**config.mk**
```make
export PLATFORM = sky130hd
export DESIGN_NAME = pssd_top
export DESIGN_NICKNAME = d
export VERILOG_FILES = /design/src/inc/pssd_pkg.sv /design/src/design/pssd_top.sv
export VERILOG_INCLUDE_DIRS = /design/src /design/src/inc
export SDC_FILE = /design/constraint.sdc
export NUM_CORES = 1
export LEC_CHECK = 0
export BUFFER_PORTS_ARGS = -buffer_cell sky130_fd_sc_hd__buf_2
export CELL_PAD_IN_SITES_DETAIL_PLACEMENT = 0
export CELL_PAD_IN_SITES_GLOBAL_PLACEMENT = 1
export CORE_MARGIN = 8
export CORE_UTILIZATION = 32
export CTS_CLUSTER_DIAMETER = 30
export DETAILED_ROUTE_END_ITERATION = 12
export PLACE_DENSITY_LB_ADDON = 0.1
export SYNTH_ARGS = -nofsm -noshare
export SYNTH_HDL_FRONTEND = slang
export SYNTH_SLANG_ARGS = --single-unit
```
**constraint.sdc**
```tcl
create_clock -name core_clk -period 1.65 [get_ports core_clk]
set_input_delay 0.495 -clock core_clk [delete_from_list [all_inputs] [get_ports core_clk]]
set_output_delay 0.495 -clock core_clk [all_outputs]
set_load 0.05 [all_outputs]
```
**src/inc/pssd_defines.svh**
```systemverilog
// offsets, field positions, strap defaults and timing counts for the soft-strap block
`ifndef PSSD_DEFINES_SVH
`define PSSD_DEFINES_SVH
// register byte offsets on the wishbone bus
`define PSSD_CTRL_OFS 4'h0
`define PSSD_STATUS_OFS 4'h4
`define PSSD_DEFAULTS_OFS 4'h8
`define PSSD_LATCHED_OFS 4'hC
// control register fields
`define PSSD_CTRL_XSRC_BIT 0
`define PSSD_CTRL_XAUTO_BIT 1
`define PSSD_CTRL_XCROSS_BIT 2
`define PSSD_CTRL_RELOAD_BIT 8
`define PSSD_CTRL_DIGRST_BIT 9
// status register fields
`define PSSD_STAT_READY_BIT 16
`define PSSD_STAT_EEPROM_BIT 17
// tie-off strap defaults
`define PSSD_P1_SPEED_DEF 1'h1
`define PSSD_P1_DUPLEX_DEF 1'h1
`define PSSD_P1_AUTONEG_DEF 1'h1
`define PSSD_P1_BP_DEF 1'h1
`define PSSD_P1_PAUSE_DEF 1'h1
`define PSSD_P1_MANUAL_DEF 1'h0
`define PSSD_P2_MANUAL_X_DEF 1'h0
`define PSSD_P2_AUTONEG_DEF 1'h1
// profile field value when negotiation is on: all capable
`define PSSD_PROFILE_ALL 3'h7
// synchroniser settle count: the settle state lasts this count plus one cycles before the pin strap is latched
`define PSSD_SETTLE_CYCLES 2'h2
`endif

```
**src/inc/pssd_pkg.sv**
```systemverilog
// types shared by the soft-strap default block
package pssd_pkg;
   // one set of soft-strap values
   typedef struct packed {
      logic p1_speed;
      logic p1_duplex;
      logic p1_autoneg;
      logic port1_backpressure_default;
      logic port1_pause_enable_default;
      logic port1_manual_pause_default;
      logic p2_auto_crossover;
      logic p2_manual_crossover;
      logic p2_autoneg;
   } pssd_strap_t;
   // reset defaults handed to the port registers
   typedef struct packed {
      logic link_rate_low_bit;
      logic duplex_mode_bit;
      logic [2:0] profile_mode;
      logic adv_10_full;
      logic adv_10_half;
      logic adv_sym_pause;
      logic adv_asym_pause;
      logic port1_backpressure_enable;
      logic port1_tx_pause_enable;
      logic port1_rx_pause_enable;
      logic port1_manual_pause_select;
      logic hardware_config_reg_p2_crossover_state;
      logic p2_negotiation_enable_bit;
      logic p2_crossover_auto;
      logic p2_crossover_forced_cross;
   } pssd_defaults_t;
   // capture sequence, gray coded
   typedef enum logic [1:0] {
      PSSD_SETTLE = 2'h0,
      PSSD_LATCH = 2'h1,
      PSSD_RUN = 2'h3
   } pssd_state_t;
endpackage

```
**src/design/pssd_top.sv**
```systemverilog
// soft-strap capture, eeprom override and derived reset defaults for ports 1 and 2
//
// Function
// RULE_01: port1 rate strap default one, feeds rate bits
// RULE_02: port1 duplex strap default one, feeds duplex
// RULE_03: port1 backpressure strap loads backpressure enable
// RULE_04: port1 pause strap loads tx, rx pause
// RULE_05: pause strap influences asymmetric pause advert
// RULE_06: manual pause strap default zero, loads select
// RULE_07: manual pause strap shapes both pause adverts
// RULE_08: port2 crossover pin latched into hardware config
// RULE_09: crossover straps used only under strap control
// RULE_10: manual crossover strap forces straight or crossed
// RULE_11: port2 negotiation strap default one, loads enable
// RULE_12: latch at reset release, eeprom values override
// RULE_13: reload without eeprom reverts to latched values
// RULE_14: pins never resampled by reload or digital reset
// RULE_15: latched straps stable, applied before bus access
//
// Chosen here: the register addresses and register access over Wishbone.
`timescale 1ns/1ps
`include "pssd_defines.svh"
`default_nettype none
module pssd_top (
   input wire logic core_clk,
   input wire logic resetn,
   input wire logic port2_crossover_strap_pin,
   input wire logic eeprom_present,
   input wire logic eeprom_erased,
   input wire logic eeprom_load_valid,
   input wire pssd_pkg::pssd_strap_t eeprom_straps,
   input wire logic wb_cyc_i,
   input wire logic wb_stb_i,
   input wire logic wb_we_i,
   input wire logic [3:0] wb_adr_i,
   input wire logic [3:0] wb_sel_i,
   input wire logic [31:0] wb_dat_i,
   output logic [31:0] wb_dat_o,
   output logic wb_ack_o,
   output pssd_pkg::pssd_defaults_t port_defaults,
   output logic straps_ready
);
   import pssd_pkg::*;

   // reset release chain
   logic [1:0] rst_sync;
   // synchronised active-low reset used everywhere else
   wire rst_n = rst_sync[1];
   // pin synchroniser stages
   logic pin_meta;
   logic pin_sync;
   // capture sequence state and settle counter
   pssd_state_t state;
   pssd_state_t next_state;
   logic [1:0] settle_cnt;
   // values latched at reset release, never rewritten afterwards
   pssd_strap_t latched;
   // values in force now: latched or eeprom supplied
   pssd_strap_t effective;
   // true when the eeprom copy is in force
   logic eeprom_active;
   // software control bits
   logic xsrc_register;
   logic xreg_auto;
   logic xreg_cross;
   // bus request in flight
   wire bus_req = wb_cyc_i && wb_stb_i && !wb_ack_o && (state == PSSD_RUN);
   // writes land at the edge that samples ack high, while the master still holds them
   // so a write and its acknowledge are seen by both sides at the same edge
   wire bus_wr_go = wb_cyc_i && wb_stb_i && wb_we_i && wb_ack_o;
   wire bus_wr = bus_wr_go && wb_sel_i[0];
   wire bus_wr_hi = bus_wr_go && wb_sel_i[1];
   // address decode
   wire sel_ctrl = (wb_adr_i == `PSSD_CTRL_OFS);
   wire sel_status = (wb_adr_i == `PSSD_STATUS_OFS);
   wire sel_defaults = (wb_adr_i == `PSSD_DEFAULTS_OFS);
   wire sel_latched = (wb_adr_i == `PSSD_LATCHED_OFS);
   // self-clearing reload and digital reset commands
   wire reload_cmd = bus_wr_hi && sel_ctrl && wb_dat_i[`PSSD_CTRL_RELOAD_BIT];
   wire digrst_cmd = bus_wr_hi && sel_ctrl && wb_dat_i[`PSSD_CTRL_DIGRST_BIT];
   wire refresh_cmd = reload_cmd || digrst_cmd;
   // a usable eeprom image exists
   wire eeprom_usable = eeprom_present && !eeprom_erased;

   // fresh strap set from tie-offs and the synchronised pin
   function automatic pssd_strap_t sample_straps(input logic pin);
      pssd_strap_t s;
      s.p1_speed = `PSSD_P1_SPEED_DEF;
      s.p1_duplex = `PSSD_P1_DUPLEX_DEF;
      s.p1_autoneg = `PSSD_P1_AUTONEG_DEF;
      s.port1_backpressure_default = `PSSD_P1_BP_DEF;
      s.port1_pause_enable_default = `PSSD_P1_PAUSE_DEF;
      s.port1_manual_pause_default = `PSSD_P1_MANUAL_DEF;
      s.p2_auto_crossover = pin;
      s.p2_manual_crossover = `PSSD_P2_MANUAL_X_DEF;
      s.p2_autoneg = `PSSD_P2_AUTONEG_DEF;
      return s;
   endfunction

   // reset synchroniser: async assert, two-flop release
   always_ff @(posedge core_clk or negedge resetn) begin
      if (!resetn) begin
         rst_sync <= 2'h0;
      end else begin
         rst_sync <= {rst_sync[0], 1'h1};
      end
   end

   // pin synchroniser, first stage read only by the second
   always_ff @(posedge core_clk or negedge rst_n) begin
      if (!rst_n) begin
         pin_meta <= 1'h0;
         pin_sync <= 1'h0;
      end else begin
         pin_meta <= port2_crossover_strap_pin;
         pin_sync <= pin_meta;
      end
   end

   // sequence: settle the synchroniser, latch once, then run
   always_comb begin
      next_state = state;
      case (state)
         PSSD_SETTLE: begin
            if (settle_cnt == `PSSD_SETTLE_CYCLES) begin
               next_state = PSSD_LATCH;
            end
         end
         PSSD_LATCH: next_state = PSSD_RUN;
         PSSD_RUN: next_state = PSSD_RUN;
         default: next_state = PSSD_SETTLE;
      endcase
   end

   // state register and settle counter
   always_ff @(posedge core_clk or negedge rst_n) begin
      if (!rst_n) begin
         state <= PSSD_SETTLE;
         settle_cnt <= 2'h0;
      end else begin
         state <= next_state;
         if (state == PSSD_SETTLE) begin
            settle_cnt <= settle_cnt + 2'h1;
         end
      end
   end

   // latch straps only in the latch step after reset release
   always_ff @(posedge core_clk or negedge rst_n) begin
      if (!rst_n) begin
         latched <= '0;
      end else if (state == PSSD_LATCH) begin // see RULE_12 see RULE_14 see RULE_15
         latched <= sample_straps(pin_sync); // see RULE_08
      end
   end

   // effective set: latched copy, eeprom override, or revert on refresh
   always_ff @(posedge core_clk or negedge rst_n) begin
      if (!rst_n) begin
         effective <= '0;
         eeprom_active <= 1'h0;
      end else if (state == PSSD_LATCH) begin
         effective <= sample_straps(pin_sync);
         eeprom_active <= 1'h0;
      end else if (state == PSSD_RUN && eeprom_load_valid && eeprom_usable) begin
         effective <= eeprom_straps; // see RULE_12
         eeprom_active <= 1'h1;
      // a load pulse beats a refresh command in the same cycle
      end else if (refresh_cmd && !eeprom_usable) begin
         effective <= latched; // see RULE_13 see RULE_14
         eeprom_active <= 1'h0;
      end
   end

   // software control of crossover source and register-driven mode
   always_ff @(posedge core_clk or negedge rst_n) begin
      if (!rst_n) begin
         xsrc_register <= 1'h0;
         xreg_auto <= 1'h1;
         xreg_cross <= 1'h0;
      end else if (bus_wr && sel_ctrl) begin
         xsrc_register <= wb_dat_i[`PSSD_CTRL_XSRC_BIT];
         xreg_auto <= wb_dat_i[`PSSD_CTRL_XAUTO_BIT];
         xreg_cross <= wb_dat_i[`PSSD_CTRL_XCROSS_BIT];
      end
   end

   // derived port defaults
   wire p1_an = effective.p1_autoneg;
   wire p1_spd = effective.p1_speed;
   wire p1_dup = effective.p1_duplex;
   wire p1_man = effective.port1_manual_pause_default;
   wire p1_fc = effective.port1_pause_enable_default;
   wire [2:0] p1_profile = p1_an ? `PSSD_PROFILE_ALL : {1'h0, p1_spd, p1_dup};
   // register control overrides both crossover straps
   wire x_from_straps = !xsrc_register;
   pssd_defaults_t next_defaults;
   always_comb begin
      next_defaults.link_rate_low_bit = p1_spd; // see RULE_01
      next_defaults.duplex_mode_bit = p1_dup; // see RULE_02
      next_defaults.profile_mode = p1_profile; // see RULE_01 see RULE_02
      next_defaults.adv_10_half = p1_an || !p1_spd; // see RULE_01
      next_defaults.adv_10_full = p1_dup && (p1_an || !p1_spd); // see RULE_02
      next_defaults.adv_sym_pause = !p1_man && p1_fc; // see RULE_07
      next_defaults.adv_asym_pause = !p1_man && p1_fc; // see RULE_05 see RULE_07
      next_defaults.port1_backpressure_enable = effective.port1_backpressure_default; // see RULE_03
      next_defaults.port1_tx_pause_enable = p1_fc; // see RULE_04
      next_defaults.port1_rx_pause_enable = p1_fc; // see RULE_04
      next_defaults.port1_manual_pause_select = p1_man; // see RULE_06
      next_defaults.hardware_config_reg_p2_crossover_state = effective.p2_auto_crossover; // see RULE_08
      next_defaults.p2_negotiation_enable_bit = effective.p2_autoneg; // see RULE_11
      if (x_from_straps) begin // see RULE_09
         next_defaults.p2_crossover_auto = effective.p2_auto_crossover;
         next_defaults.p2_crossover_forced_cross =
            !effective.p2_auto_crossover && effective.p2_manual_crossover; // see RULE_10
      end else begin
         next_defaults.p2_crossover_auto = xreg_auto;
         next_defaults.p2_crossover_forced_cross = !xreg_auto && xreg_cross;
      end
   end

   // defaults register, valid from the second run-state cycle on
   always_ff @(posedge core_clk or negedge rst_n) begin
      if (!rst_n) begin
         port_defaults <= '0;
      end else begin
         port_defaults <= next_defaults;
      end
   end

   // ready once the latched set has been applied
   assign straps_ready = (state == PSSD_RUN); // see RULE_15

   // read data selection
   wire [31:0] rd_ctrl = {29'h0, xreg_cross, xreg_auto, xsrc_register};
   wire [31:0] rd_status = {14'h0, eeprom_active, straps_ready, 7'h0, effective};
   // defaults word is 17 bits wide, padded up to the bus width
   wire [31:0] rd_defaults = {15'h0, port_defaults};
   wire [31:0] rd_latched = {23'h0, latched};
   wire [31:0] rd_data = sel_ctrl ? rd_ctrl :
                         sel_status ? rd_status :
                         sel_defaults ? rd_defaults :
                         sel_latched ? rd_latched : 32'h0;

   // wishbone slave: one-cycle registered ack, held off until ready
   // read data is registered at the taking edge and stands until the next read
   always_ff @(posedge core_clk or negedge rst_n) begin
      if (!rst_n) begin
         wb_ack_o <= 1'h0;
         wb_dat_o <= 32'h0;
      end else begin
         wb_ack_o <= bus_req; // see RULE_15
         if (bus_req && !wb_we_i) begin
            wb_dat_o <= rd_data;
         end
      end
   end
endmodule
`default_nettype wire

```
Word-level counts from Yosys, hierarchy flattened
Cells that the tools add are included.

Output and inout bits: 51. Flip-flop bits (word level): 71.

Reduce and logical (&&, ||, !) cells: 34. Muxes and demuxes: 14. $add $sub $neg: 1. Eq/ne operators: 7.

Operators by type and width (count): 2-to-1 mux 18 bit (2); 2-to-1 mux 9 bit (4); logical AND 1 bit (20); 2-to-1 mux 17 bit (1); equality test 4 bit (second input constant) (2); logical NOT 1 bit (8); equality test 2 bit (second input constant) (2); equality test 4 x 3 -> 1 bit (second input constant) (1); logical NOT 4 bit (1); 2-to-1 mux 2 bit (2); case mux 2 bit (2 select lines) (1); 2-to-1 mux 1 bit (3); 2-to-1 mux 3 bit (1); nonzero test 3 bit (1); adder 2 x 1 -> 2 bit (second input constant) (1); equality test 2 x 1 -> 1 bit (second input constant) (1); logical NOT 2 bit (1); logical OR 1 bit (2); != test 2 bit (second input constant) (1); OR reduction 2 bit (1).

Logic depth before layout (Yosys ltp)
Gate-level depths: netlist (run 1).

Word-level depth: 11. Mapped depth: 6. Gate-level depth less buffers: 4.

Least setup slack after synthesis (run 1)
No wires, ideal clock.

Path type: register to register. From: register wb_ack_o. To: register wb_dat_o[7]. Period minus slack after synthesis: 1.718 ns. Cell stages (with the launch flop): 5. Path buffers: 2. Arrival time: 1.627 ns. Data required time: 1.558 ns. Setup time: 0.092 ns. Setup slack: -0.068 ns. Path through: dfrtp_1 or4_1 buf_2 buf_6 o31ai_2.

Longest elaborated chain between the ends: 4.

RTL lines: from (decl) (RTL line pssd_top.sv:39) `output logic wb_ack_o,`; from (signal assigned) (RTL line pssd_top.sv:252) `wb_ack_o <= bus_req;`; logical NOT 1 bit (RTL line pssd_top.sv:67) `wire bus_req = wb_cyc_i && wb_stb_i && !wb_ack_o && (state == PSSD_RUN);`; logical AND 1 bit (2 in series) (RTL line pssd_top.sv:67); logical AND 1 bit (RTL line pssd_top.sv:253) `if (bus_req && !wb_we_i) begin`; to (signal assigned) (RTL line pssd_top.sv:254) `wb_dat_o <= rd_data;`; to (decl) (RTL line pssd_top.sv:38) `output logic [31:0] wb_dat_o,`.

No other way between the ends. A chain may end at the register's enable or synchronous reset.

Worst setup path in the final report (run 1)
From: register state[0]. To: register effective (netlist bit p1_an).

Longest elaborated chain between the ends: 5. Elaborated cells between the ends (all ways): 7. Those cells by class: 2 x eq/ne; 2 x mux; 3 x reduce/logical.

RTL lines: from (decl) (RTL line pssd_top.sv:53) `pssd_state_t state;`; from (signal assigned) (RTL line pssd_top.sv:141) `state <= next_state;`; equality test 2 bit (RTL line pssd_top.sv:165) `end else if (state == PSSD_RUN && eeprom_load_valid && eeprom_usable) begin`; logical AND 1 bit (2 in series) (RTL line pssd_top.sv:165); 2-to-1 mux 9 bit (RTL line pssd_top.sv:165); 2-to-1 mux 9 bit (RTL line pssd_top.sv:162) `end else if (state == PSSD_LATCH) begin`; to (signal assigned) (RTL line pssd_top.sv:163) `effective <= sample_straps(pin_sync);`; to (signal assigned) (RTL line pssd_top.sv:166) `effective <= eeprom_straps;`; to (signal assigned) (RTL line pssd_top.sv:170) `effective <= latched;`; to (decl) (RTL line pssd_top.sv:59) `pssd_strap_t effective;`.

Several ways; a longest one is shown, not always the timed one.

==> results.md, run 1 <==
• **Die Span X** 104 um
• **portion of the post-synthesis area used by sequential elements** 57.6%
• **number of different library cells in the post-synthesis netlist** 39
• **Initial Util** 32.6%
• **detailed-placement wirelength estimate** 4.60 mm
• **CTS Root Buffer Type** clkbuf_8
• **via count of the first global-routing pass** 1,960
• **count of yosys warnings during synthesis** 0
• **number of top-level pins** 109
• **max-slew violation count** 0
• **worst setup path class** flip-flop to flip-flop
• **Critical Path Max Stage Delay** 0.39 ns
• **routability congestion estimate from global placement** 0.718
• **average via count per standard cell** 4.30
• **area growth from synthesis to final layout** 31.5%
• **dominant cells by area after synthesis** dfrtp_1 57%, mux2_2 5.9%, nand2_1 5.2%
• **share of final-layout standard cells stronger than drive strength 1** 41.9%
• **placement row count** 32
• **count of clock tree sinks** 57
• **Setup-failing EPs final** 0
• **class of the tightest hold or removal check** flip-flop to asynchronous set/reset pin
• **category of the worst setup path launch point** flip-flop
• **Total Die Area** 10,800 sq um
• **synthesized area divided by synthesized cell count** 11.2 sq um
• **final hold viol count** 0
• **area post-placement** 3000 sq um
• **Overall Power** 3.58 mW
• **antenna violations before repair** 0
• **PnR worst setup slack** 0.0772 ns
• **Overflow after GRT** 0
• **Worst Hold Margin** 0.260 ns
• **top-count cell post-synth** dfrtp_1
• **design area** 3260 sq um
• **level count of the clock H-tree** 3
• **final core area utilization** 42.8%
• **maximum capacitance violations** 0
• **post-synthesis sequential element count** 57
• **setup repair after global routing missed its margin** false
• **accumulated negative setup slack** 0 ns
• **reg2reg start** state[0]
• **GRT Total Usage** 12.0%
• **CP max-delay cell** dfrtp_1
• **Inserted Clock Buffers** 9
• **clk slew on worst S/H paths** 0.06 ns
• **flop-to-flop setup slack** 0.08 ns
• **cell area after technology mapping** 2480 sq um
• **number of synthesized flops with an enable pin** 0
• **proportion of register bits with asynchronous set or reset after synthesis** 100%
• **vias after detailed routing** 1,795
• **number of nets in the finished design** 370
• **number of buffers between clock root and the deepest sink** 2
• **endpoint of the worst-slack reg-to-reg timing path** p1_an
• **worst setup skew after layout** 0.00581 ns
• **worst setup timing slack at the placement stage** -0.129 ns
• **# DRC** 0
• **Synth top area share** 56.6%
• **# port buffers** 65
• **worst vdd rail ir drop** 449 uV
• **Post-Place Cells** 396
• **series of cell instances along the critical path** buf_4 -> or2b_1 -> nand2_1 -> a21oi_4 -> mux2_2
• **post-route antenna net violation count** 0
• **WL/cell** 14.7 um
• **Core Box Area** 7610 sq um
• **number of antenna cells inserted** 0
• **ys flop type** dfrtp_1
• **required arrival time at the worst endpoint** 1.87 ns
• **post-layout min period** 1.57 ns
• **result of the run** finished clean
• **leakage power** 1.52 nW
• **iteration count of the initial detailed-routing pass** 4
• **starting DRC count in detailed routing** 55
• **Arr. time, crit path** 1.79 ns
• **total wire length after detailed routing** 6.12 mm
• **power per unit of standard cell area** 1100 nW/um^2
• **worst reg2reg path depth** 5
• **largest net degree at the start of global routing** 56
• **final critical-path share of the clock period** 95.3%
• **library cell occupying the most area in the post-synthesis netlist** dfrtp_1
• **vertical extent of the die** 104 um
• **global-route wire length before repair** 10.2 mm
• **most instantiated cells after synthesis** 56 x dfrtp_1, 34 x nand2_1, 16 x buf_4
• **kind of end point of the critical path** flip-flop
• **TritonCTS clock tree** yes
• **cell count after synthesis** 222
• **post-route insts no fill** 417
• **critical-path maximum fanout** 9
• **worst-skew pair later-pin latency** 0.33 ns
• **highest achievable clock rate** 0.636 GHz
## power breakdown
group | total [mW] | switching (mW) | internal (mW)
clock | 1.30 | 0.531 | 0.766
sequential | 1.57 | 0.0695 | 1.50
combinational | 0.715 | 0.522 | 0.192
total | 3.58 | 1.12 | 2.46
## sequential cells by signal (all words and copies together), names as in the netlist, 2 cells and up
name / flops
effective: 4
settle_cnt: 2
state: 2
port_defaults: 15
rst_sync: 2
wb_dat_o: 18
latched: 2
## per-layer routing
| layer | routed length (um) | track usage, % |
|---|---|---|
| met5 | 0 | 0 |
| met4 | 78 | 5.58 |
| met3 | 333 | 4.15 |
| met2 | 2870 | 19.3 |
| met1 | 2850 | 14.2 |
## worst max path at each step
stage                     start           end  cells after the start
detailed placement  wb_adr_i[1]         p1_an                      5
floorplan              wb_ack_o   wb_dat_o[7]                      4
finish                 state[0]         p1_an                      5
CTS                    state[1]  straps_ready                      4
global placement    wb_adr_i[1]  effective[5]                      5
global route           state[0]  effective[5]                      5
## worst max-delay path, delay by kind of cell, from the launching register on
family / cells / cell delay (ns)
flip-flops: 1 / 0.39
multiplexers: 1 / 0.37
AO/OA/AOI/OAI: 1 / 0.30
AND/OR/NAND/NOR: 2 / 0.24
buffers and inverters: 1 / 0.14
## cell usage in the layout (no fill, tap or decap), drive strengths merged, types with 5 or more instances in the layout
cell / n
buf: 91
dfrtp: 56
nand2: 34
conb: 15
o21ai: 15
mux2: 13
nor2: 12
clkbuf: 12
o31ai: 9
nor3: 8
inv: 5
## layout make-up
type | instances | area (sq um)
clock buffers | 12 | 155
clock inverters | 3 | 40.0
fillers | 791 | 4350
inverters | 5 | 18.8
multi-input cells | 146 | 921
flip-flops and latches | 57 | 1430
well taps | 102 | 128
repair buffers | 92 | 566
## kinds of logic after synthesis
family	synth area share, %
AOI/OAI and AO/OA	10.4
adders and majority gates	0.505
and+or+nand+nor	14.4
muxes	8.54
other	0.303
DFF	57.6
buffers and inverters	7.88
xor gates and xnor gates	0.354
## repair_timing
item,in CTS,in global routing
hold endpoints to repair,2,0
setup buffers,3,2
endpoints found under the setup margin,1,7
hold buffers,1,0
gates resized for setup,2,3
No activity file was read; power rests on OpenSTA's default activity.
==> run 2: changes to the inputs <==
Settings changed: ABC_AREA set to 1, CORE_UTILIZATION 32 to 30, SETUP_SLACK_MARGIN set to 0.15.
Clock period 1.65 ns to 1.4 ns, I/O delays scaled along.
==> run 2 against run 1 <==
Net effect:
- the run now ends with setup timing left
- design area rose by 24%
- worst hold slack got worse by 0.063 ns
- count of clock-buffer cells in the layout fell by 1
- via count rose by 26%
- sequential cell count did not move
- register-to-register slack got worse by 0.09 ns
- critical endpoint is now straps_ready
- largest cell class unchanged
==> results.md, run 2 <==
• **result of the run** finished with violations
• **violations in the final reports** setup timing
• **leakage power** 2.12 nW
• **Overall Power** 4.81 mW
• **vias after detailed routing** 2,254
• **number of antenna cells inserted** 0
• **highest achievable clock rate** 0.702 GHz
• **routability congestion estimate from global placement** 0.751
• **WL/cell** 13.3 um
• **library cell occupying the most area in the post-synthesis netlist** dfrtp_1
• **final critical-path share of the clock period** 102%
• **post-route antenna net violation count** 0
• **top-count cell post-synth** nand2_1
• **critical-path maximum fanout** 2
• **Total Die Area** 11,700 sq um
• **post-synthesis sequential element count** 57
• **clk slew on worst S/H paths** 0.06 ns
• **# DRC** 0
• **cell area after technology mapping** 2550 sq um
• **number of buffers between clock root and the deepest sink** 2
• **PnR worst setup slack** -0.0252 ns
• **maximum capacitance violations** 0
• **Arr. time, crit path** 1.01 ns
• **leading cell types in the layout, fill and taps excluded** 77 x nand2_1, 52 x dfrtp_1, 50 x buf_4
• **Core Box Area** 8220 sq um
• **Overflow after GRT** 0
• **ys flop type** dfrtp_1
• **dominant cells by area after synthesis** dfrtp_1 55%, nand2_1 15%, nand3_1 5.7%
• **global-route wire length before repair** 11.3 mm
• **iteration count of the initial detailed-routing pass** 4
• **final hold viol count** 0
• **worst-skew pair later-pin latency** 0.33 ns
• **worst setup path class** flip-flop to primary output
• **design area** 4060 sq um
• **max-slew violation count** 0
• **most instantiated cells after synthesis** 101 x nand2_1, 56 x dfrtp_1, 29 x nand3_1
• **Synth top area share** 55.0%
• **number of top-level pins** 109
• **flop-to-flop setup slack** -0.01 ns
• **cell count after synthesis** 294
• **hold path start** port2_crossover_strap_pin
• **Setup-failing EPs final** 6
• **worst setup skew after layout** 0.0130 ns
• **max reg flops** 18
• **kind of end point of the critical path** primary output
• **number of synthesized flops with an enable pin** 0
• **detailed-placement wirelength estimate** 4.91 mm
• **count of clock tree sinks** 57
• **share of final-layout standard cells stronger than drive strength 1** 47.8%
• **Die Span X** 108 um
• **total wire length after detailed routing** 7.11 mm
• **Initial Util** 31.0%
• **synthesized area divided by synthesized cell count** 8.67 sq um
• **area growth from synthesis to final layout** 59.0%
• **via count of the first global-routing pass** 2,324
• **Worst Hold Margin** 0.197 ns
• **proportion of register bits with asynchronous set or reset after synthesis** 100%
• **TritonCTS clock tree** yes
• **level count of the clock H-tree** 3
• **register name with the most flops** wb_dat_o
• **fillcell total** 819
• **portion of the post-synthesis area used by sequential elements** 56.0%
• **commonest non-fill, non-tap cell in the layout** nand2_1
• **number of different library cells in the post-synthesis netlist** 24
• **starting DRC count in detailed routing** 60
• **footprint of the multi-input gates** 1050 sq um
• **antenna violations before repair** 0
• **post-layout min period** 1.43 ns
• **vertical extent of the die** 108 um
• **sequential standard cell area** 1430 sq um
• **Post-Place Cells** 479
• **count of yosys warnings during synthesis** 0
• **worst setup timing slack at the placement stage** -0.121 ns
• **placement row count** 33
• **area post-placement** 3120 sq um
• **leading registers by flop count** wb_dat_o x18, port_defaults x15, effective x4
• **class of the tightest hold or removal check** primary input to flip-flop
• **worst vdd rail ir drop** 580 uV
• **GRT Total Usage** 12.2%
• **launch point of the worst path** state[1]
• **post-route insts no fill** 536
• **average via count per standard cell** 4.21
• **CTS Root Buffer Type** clkbuf_8
• **required arrival time at the worst endpoint** 0.98 ns
• **# port buffers** 65
• **setup repair after global routing missed its margin** true
• **largest net degree at the start of global routing** 56
• **power per unit of standard cell area** 1190 nW/um^2
• **number of nets in the finished design** 485
• **category of the worst setup path launch point** flip-flop
• **Inserted Clock Buffers** 9
• **reg2reg start** state[0]
[run 2: changes by cell type in the layout (fill, tap and decap cells not counted), moves of 21 or more]
| cell | change |
|---|---|
| nand3_1 | +21 |
| nand2_1 | +44 |
| buf_2 | -36 |
| buf_4 | +27 |
| buf_6 | +41 |
[run 2: metrics by stage]
stage	TNS, ns	util, %
after floorplan	0	-
after CTS	-0.0310	46.4
after detailed placement	-1.32	37.9
after global placement	-1.02	37.9
final	-0.0605	49.4
after global routing	-1.98	49.4
[run 2: cell families after synthesis]
group                    share of synthesized area [%]
AND/OR/NAND/NOR                                   27.3
flip-flops                                        56.0
adder cells (fa/ha/maj)                          0.491
buffers and inverters                             10.6
AO/OA/AOI/OAI                                     4.91
XOR/XNOR                                         0.344
other                                            0.295
[run 2: worst max-delay path, stage by stage (launching register included)]
cell and delay, ns:
dfrtp_1 0.40, nand2_2 0.10, inv_2 0.04, buf_6 0.14
[run 2: what timing repair did]
| action | 4_1_cts | 5_1_grt |
|---|---|---|
| buffers inserted | 22 | 16 |
| gates resized for setup | 103 | 36 |
| cloned | 2 | 0 |
| hold endpoints to repair | 2 | 0 |
| endpoints found under the setup margin | 65 | 67 |
| hold buffers | 1 | 0 |
| pin swaps | 3 | 15 |
[run 2: final timing paths]
kind	endpoint	cells after the start
max	straps_ready	3
min	pin_meta	1
max reg2reg	p1_dup	9
min reg2reg	wb_dat_o[9]	1
max in group asynchronous	xreg_auto	1
min in group asynchronous	wb_dat_o[9]	1
[run 2: power by group]
group	switching (mW)	internal [mW]	total [mW]
registers	0.175	1.83	2.01
clock network	0.661	0.684	1.34
logic	0.888	0.565	1.45
[run 2: final cells by class]
type	count	area share, %
clock buffers	11	3.49
clock inverters	5	0.771
inverters	29	2.81
multi-input cells	199	25.9
flip-flops and latches	57	35.3
well taps	105	3.24
repair buffers	130	28.4
[run 2: layer usage]
layer,up-vias,global-route usage [%],wire length (um)
li1,1155,-,-
met5,-,0,0
met4,0,5.05,89
met1,1050,15.3,3130
met3,7,2.50,290
met2,42,20.2,3600
==> run 3: changes to the inputs <==
Settings changed: CELL_PAD_IN_SITES_DETAIL_PLACEMENT 0 to 2, CELL_PAD_IN_SITES_GLOBAL_PLACEMENT 1 to 2, CORE_UTILIZATION 30 to 24.
==> run 3 against run 2 <==
Net effect:
- the run still ends with setup timing left
- clock power up 16%
- die area is 21% higher
- cell count is 5.0% higher
- non-clock buffer count is 4 lower
- maximum frequency up 0.84%
- sequential cell count stayed put
- routed wire length grew 23%
- core utilization decreased by 9.7 points
- count of clock-buffer cells in the layout is the same
- worst hold slack worse by 0.015 ns
- first-iteration DRC count fell by 33%
- clock skew decreased by 0.0052 ns
- critical path type unchanged
==> results.md, run 3 (same netlist as run 2, synthesis figures left out) <==
• **worst vdd rail ir drop** 379 uV
• **worst hold path endpoint** pin_meta
• **WL/cell** 15.6 um
• **count of clock tree sinks** 57
• **Critical Path Max Stage Delay** 0.40 ns
• **level count of the clock H-tree** 3
• **leading cell types in the layout, fill and taps excluded** 82 x nand2_1, 52 x dfrtp_1, 48 x buf_4
• **maximum capacitance violations** 0
• **largest net degree at the start of global routing** 22
• **placement row count** 37
• **worst setup skew after layout** 0.00777 ns
• **area growth from synthesis to final layout** 60.4%
• **worst setup timing slack at the placement stage** -0.146 ns
• **Core Box Area** 10,300 sq um
• **clk slew on worst S/H paths** 0.07 ns
• **sequential standard cell area** 1430 sq um
• **TritonCTS clock tree** yes
• **footprint of the multi-input gates** 1060 sq um
• **power per unit of standard cell area** 1230 nW/um^2
• **class of the tightest hold or removal check** primary input to flip-flop
• **global-route wire length before repair** 14.2 mm
• **critical-path maximum fanout** 2
• **starting DRC count in detailed routing** 40
• **design area** 4090 sq um
• **share of final-layout standard cells stronger than drive strength 1** 45.2%
• **vias after detailed routing** 2,321
• **via count of the first global-routing pass** 2,749
• **# port buffers** 65
• **number of top-level pins** 109
• **number of nets in the finished design** 481
• **commonest non-fill, non-tap cell in the layout** nand2_1
• **detailed-placement wirelength estimate** 6.19 mm
• **# DRC** 0
• **highest achievable clock rate** 0.708 GHz
• **Total Die Area** 14,200 sq um
• **met1 layer wirelength in the final routing** 3.65 mm
• **top routing layer in use** met4
• **Overall Power** 5.04 mW
• **routed wl met2** 4.68 mm
• **CTS Root Buffer Type** clkbuf_8
• **Setup-failing EPs final** 1
• **Overflow after GRT** 0
• **worst-skew pair later-pin latency** 0.34 ns
• **result of the run** finished with violations
• **Initial Util** 24.7%
• **register name with the most flops** wb_dat_o
• **hold path start** port2_crossover_strap_pin
• **max-slew violation count** 0
• **routability congestion estimate from global placement** 0.750
• **final core area utilization** 39.6%
• **worst reg2reg path depth** 6
• **leakage power** 2.12 nW
• **family with the most delay on the worst path** flip-flops
• **post-route antenna net violation count** 0
• **fillcell total** 1,155
• **violations in the final reports** setup timing
• **number of antenna cells inserted** 0
• **final hold viol count** 0
• **launch point of the worst path** state[1]
• **iteration count of the initial detailed-routing pass** 4
• **total wire length after detailed routing** 8.77 mm
• **sum of buffers and inverters on the critical path** 2
• **Worst path depth** 3
• **Die Span X** 119 um
• **total met3 wirelength after detailed routing** 299 um
• **max reg flops** 18
• **worst setup path class** flip-flop to primary output
• **kind of end point of the critical path** primary output
• **accumulated negative setup slack** -0.0133 ns
• **flop-to-flop setup slack** 0.01 ns
• **number of buffers between clock root and the deepest sink** 2
• **Inserted Clock Buffers** 9
• **endpoint of the worst-slack reg-to-reg timing path** wb_dat_o[9]
• **CP max-delay cell** dfrtp_1
• **PnR worst setup slack** -0.0133 ns
• **GRT Total Usage** 12.9%
• **area post-placement** 3190 sq um
• **Arr. time, crit path** 0.99 ns
• **post-layout min period** 1.41 ns
• **average via count per standard cell** 4.12
• **final critical-path share of the clock period** 101%
• **reg2reg start** wb_ack_o
• **setup repair after global routing missed its margin** true
• **hold path cells** 1
• **category of the worst setup path launch point** flip-flop
• **antenna violations before repair** 0
• **vertical extent of the die** 119 um
• **required arrival time at the worst endpoint** 0.98 ns
• **leading registers by flop count** wb_dat_o x18, port_defaults x15, effective x4
• **series of cell instances along the critical path** nand2_2 -> inv_2 -> buf_6
[run 3: changes by cell type in the layout (fill, tap and decap cells not counted), sizes merged]
cell	before	now
bufinv	0	1
buf	129	125
clkinvlp	1	2
clkinv	4	2
[run 3: stage by stage]
step / hold WS, ns / std cells
4_1_cts: 0.158 / 549
3_5_place_dp: 0.209 / 513
5_1_grt: 0.160 / 563
3_3_place_gp: 0.208 / 513
6_report: 0.182 / 563
2_1_floorplan: 0.124 / 307
[run 3: cell type report]
cell class                      count  area share (%)
Clock inverter                      5            1.35
Sequential cell                    57            35.0
Inverter                           29            2.78
Multi-Input combinational cell    199            25.9
Tap cell                          136            4.16
Clock buffer                       11            3.46
Timing Repair Buffer              126            27.3
[run 3: worst reg2reg max path, delay by kind of cell, from the launching register on]
family	cells	cell delay [ns]
flip-flops	1	0.44
AO/OA/AOI/OAI	1	0.05
buffers and inverters	2	0.34
AND/OR/NAND/NOR	3	0.44
[run 3: metal layers]
layer	GRT usage [%]	vias to the layer above
li1	-	1144
met1	14.2	1126
met4	6.40	0
met2	22.8	42
met3	3.21	9
met5	0	-
[run 3: worst max path at each step]
stage | endpoint | slack (ns)
after floorplan | wb_dat_o[10] | 0.16
after global placement | wb_dat_o[15] | -0.11
after detailed placement | wb_dat_o[11] | -0.15
after CTS | straps_ready | -0.03
after global routing | wb_dat_o[1] | -0.08
final | straps_ready | -0.01
[run 3: timing repair]
item,4_1_cts,5_1_grt
hold buffers,1,0
setup endpoints to repair,63,68
resized for setup,126,8
hold endpoints to repair,2,0
cloned,3,0
setup buffers,16,14
pin swaps,10,2
[run 3: where the power goes]
group          total (mW)  internal [mW]  switching (mW)  leakage, nW
logic                1.47          0.559           0.912         1.34
clock network        1.55          0.864           0.687       0.0953
registers            2.02           1.83           0.187        0.684
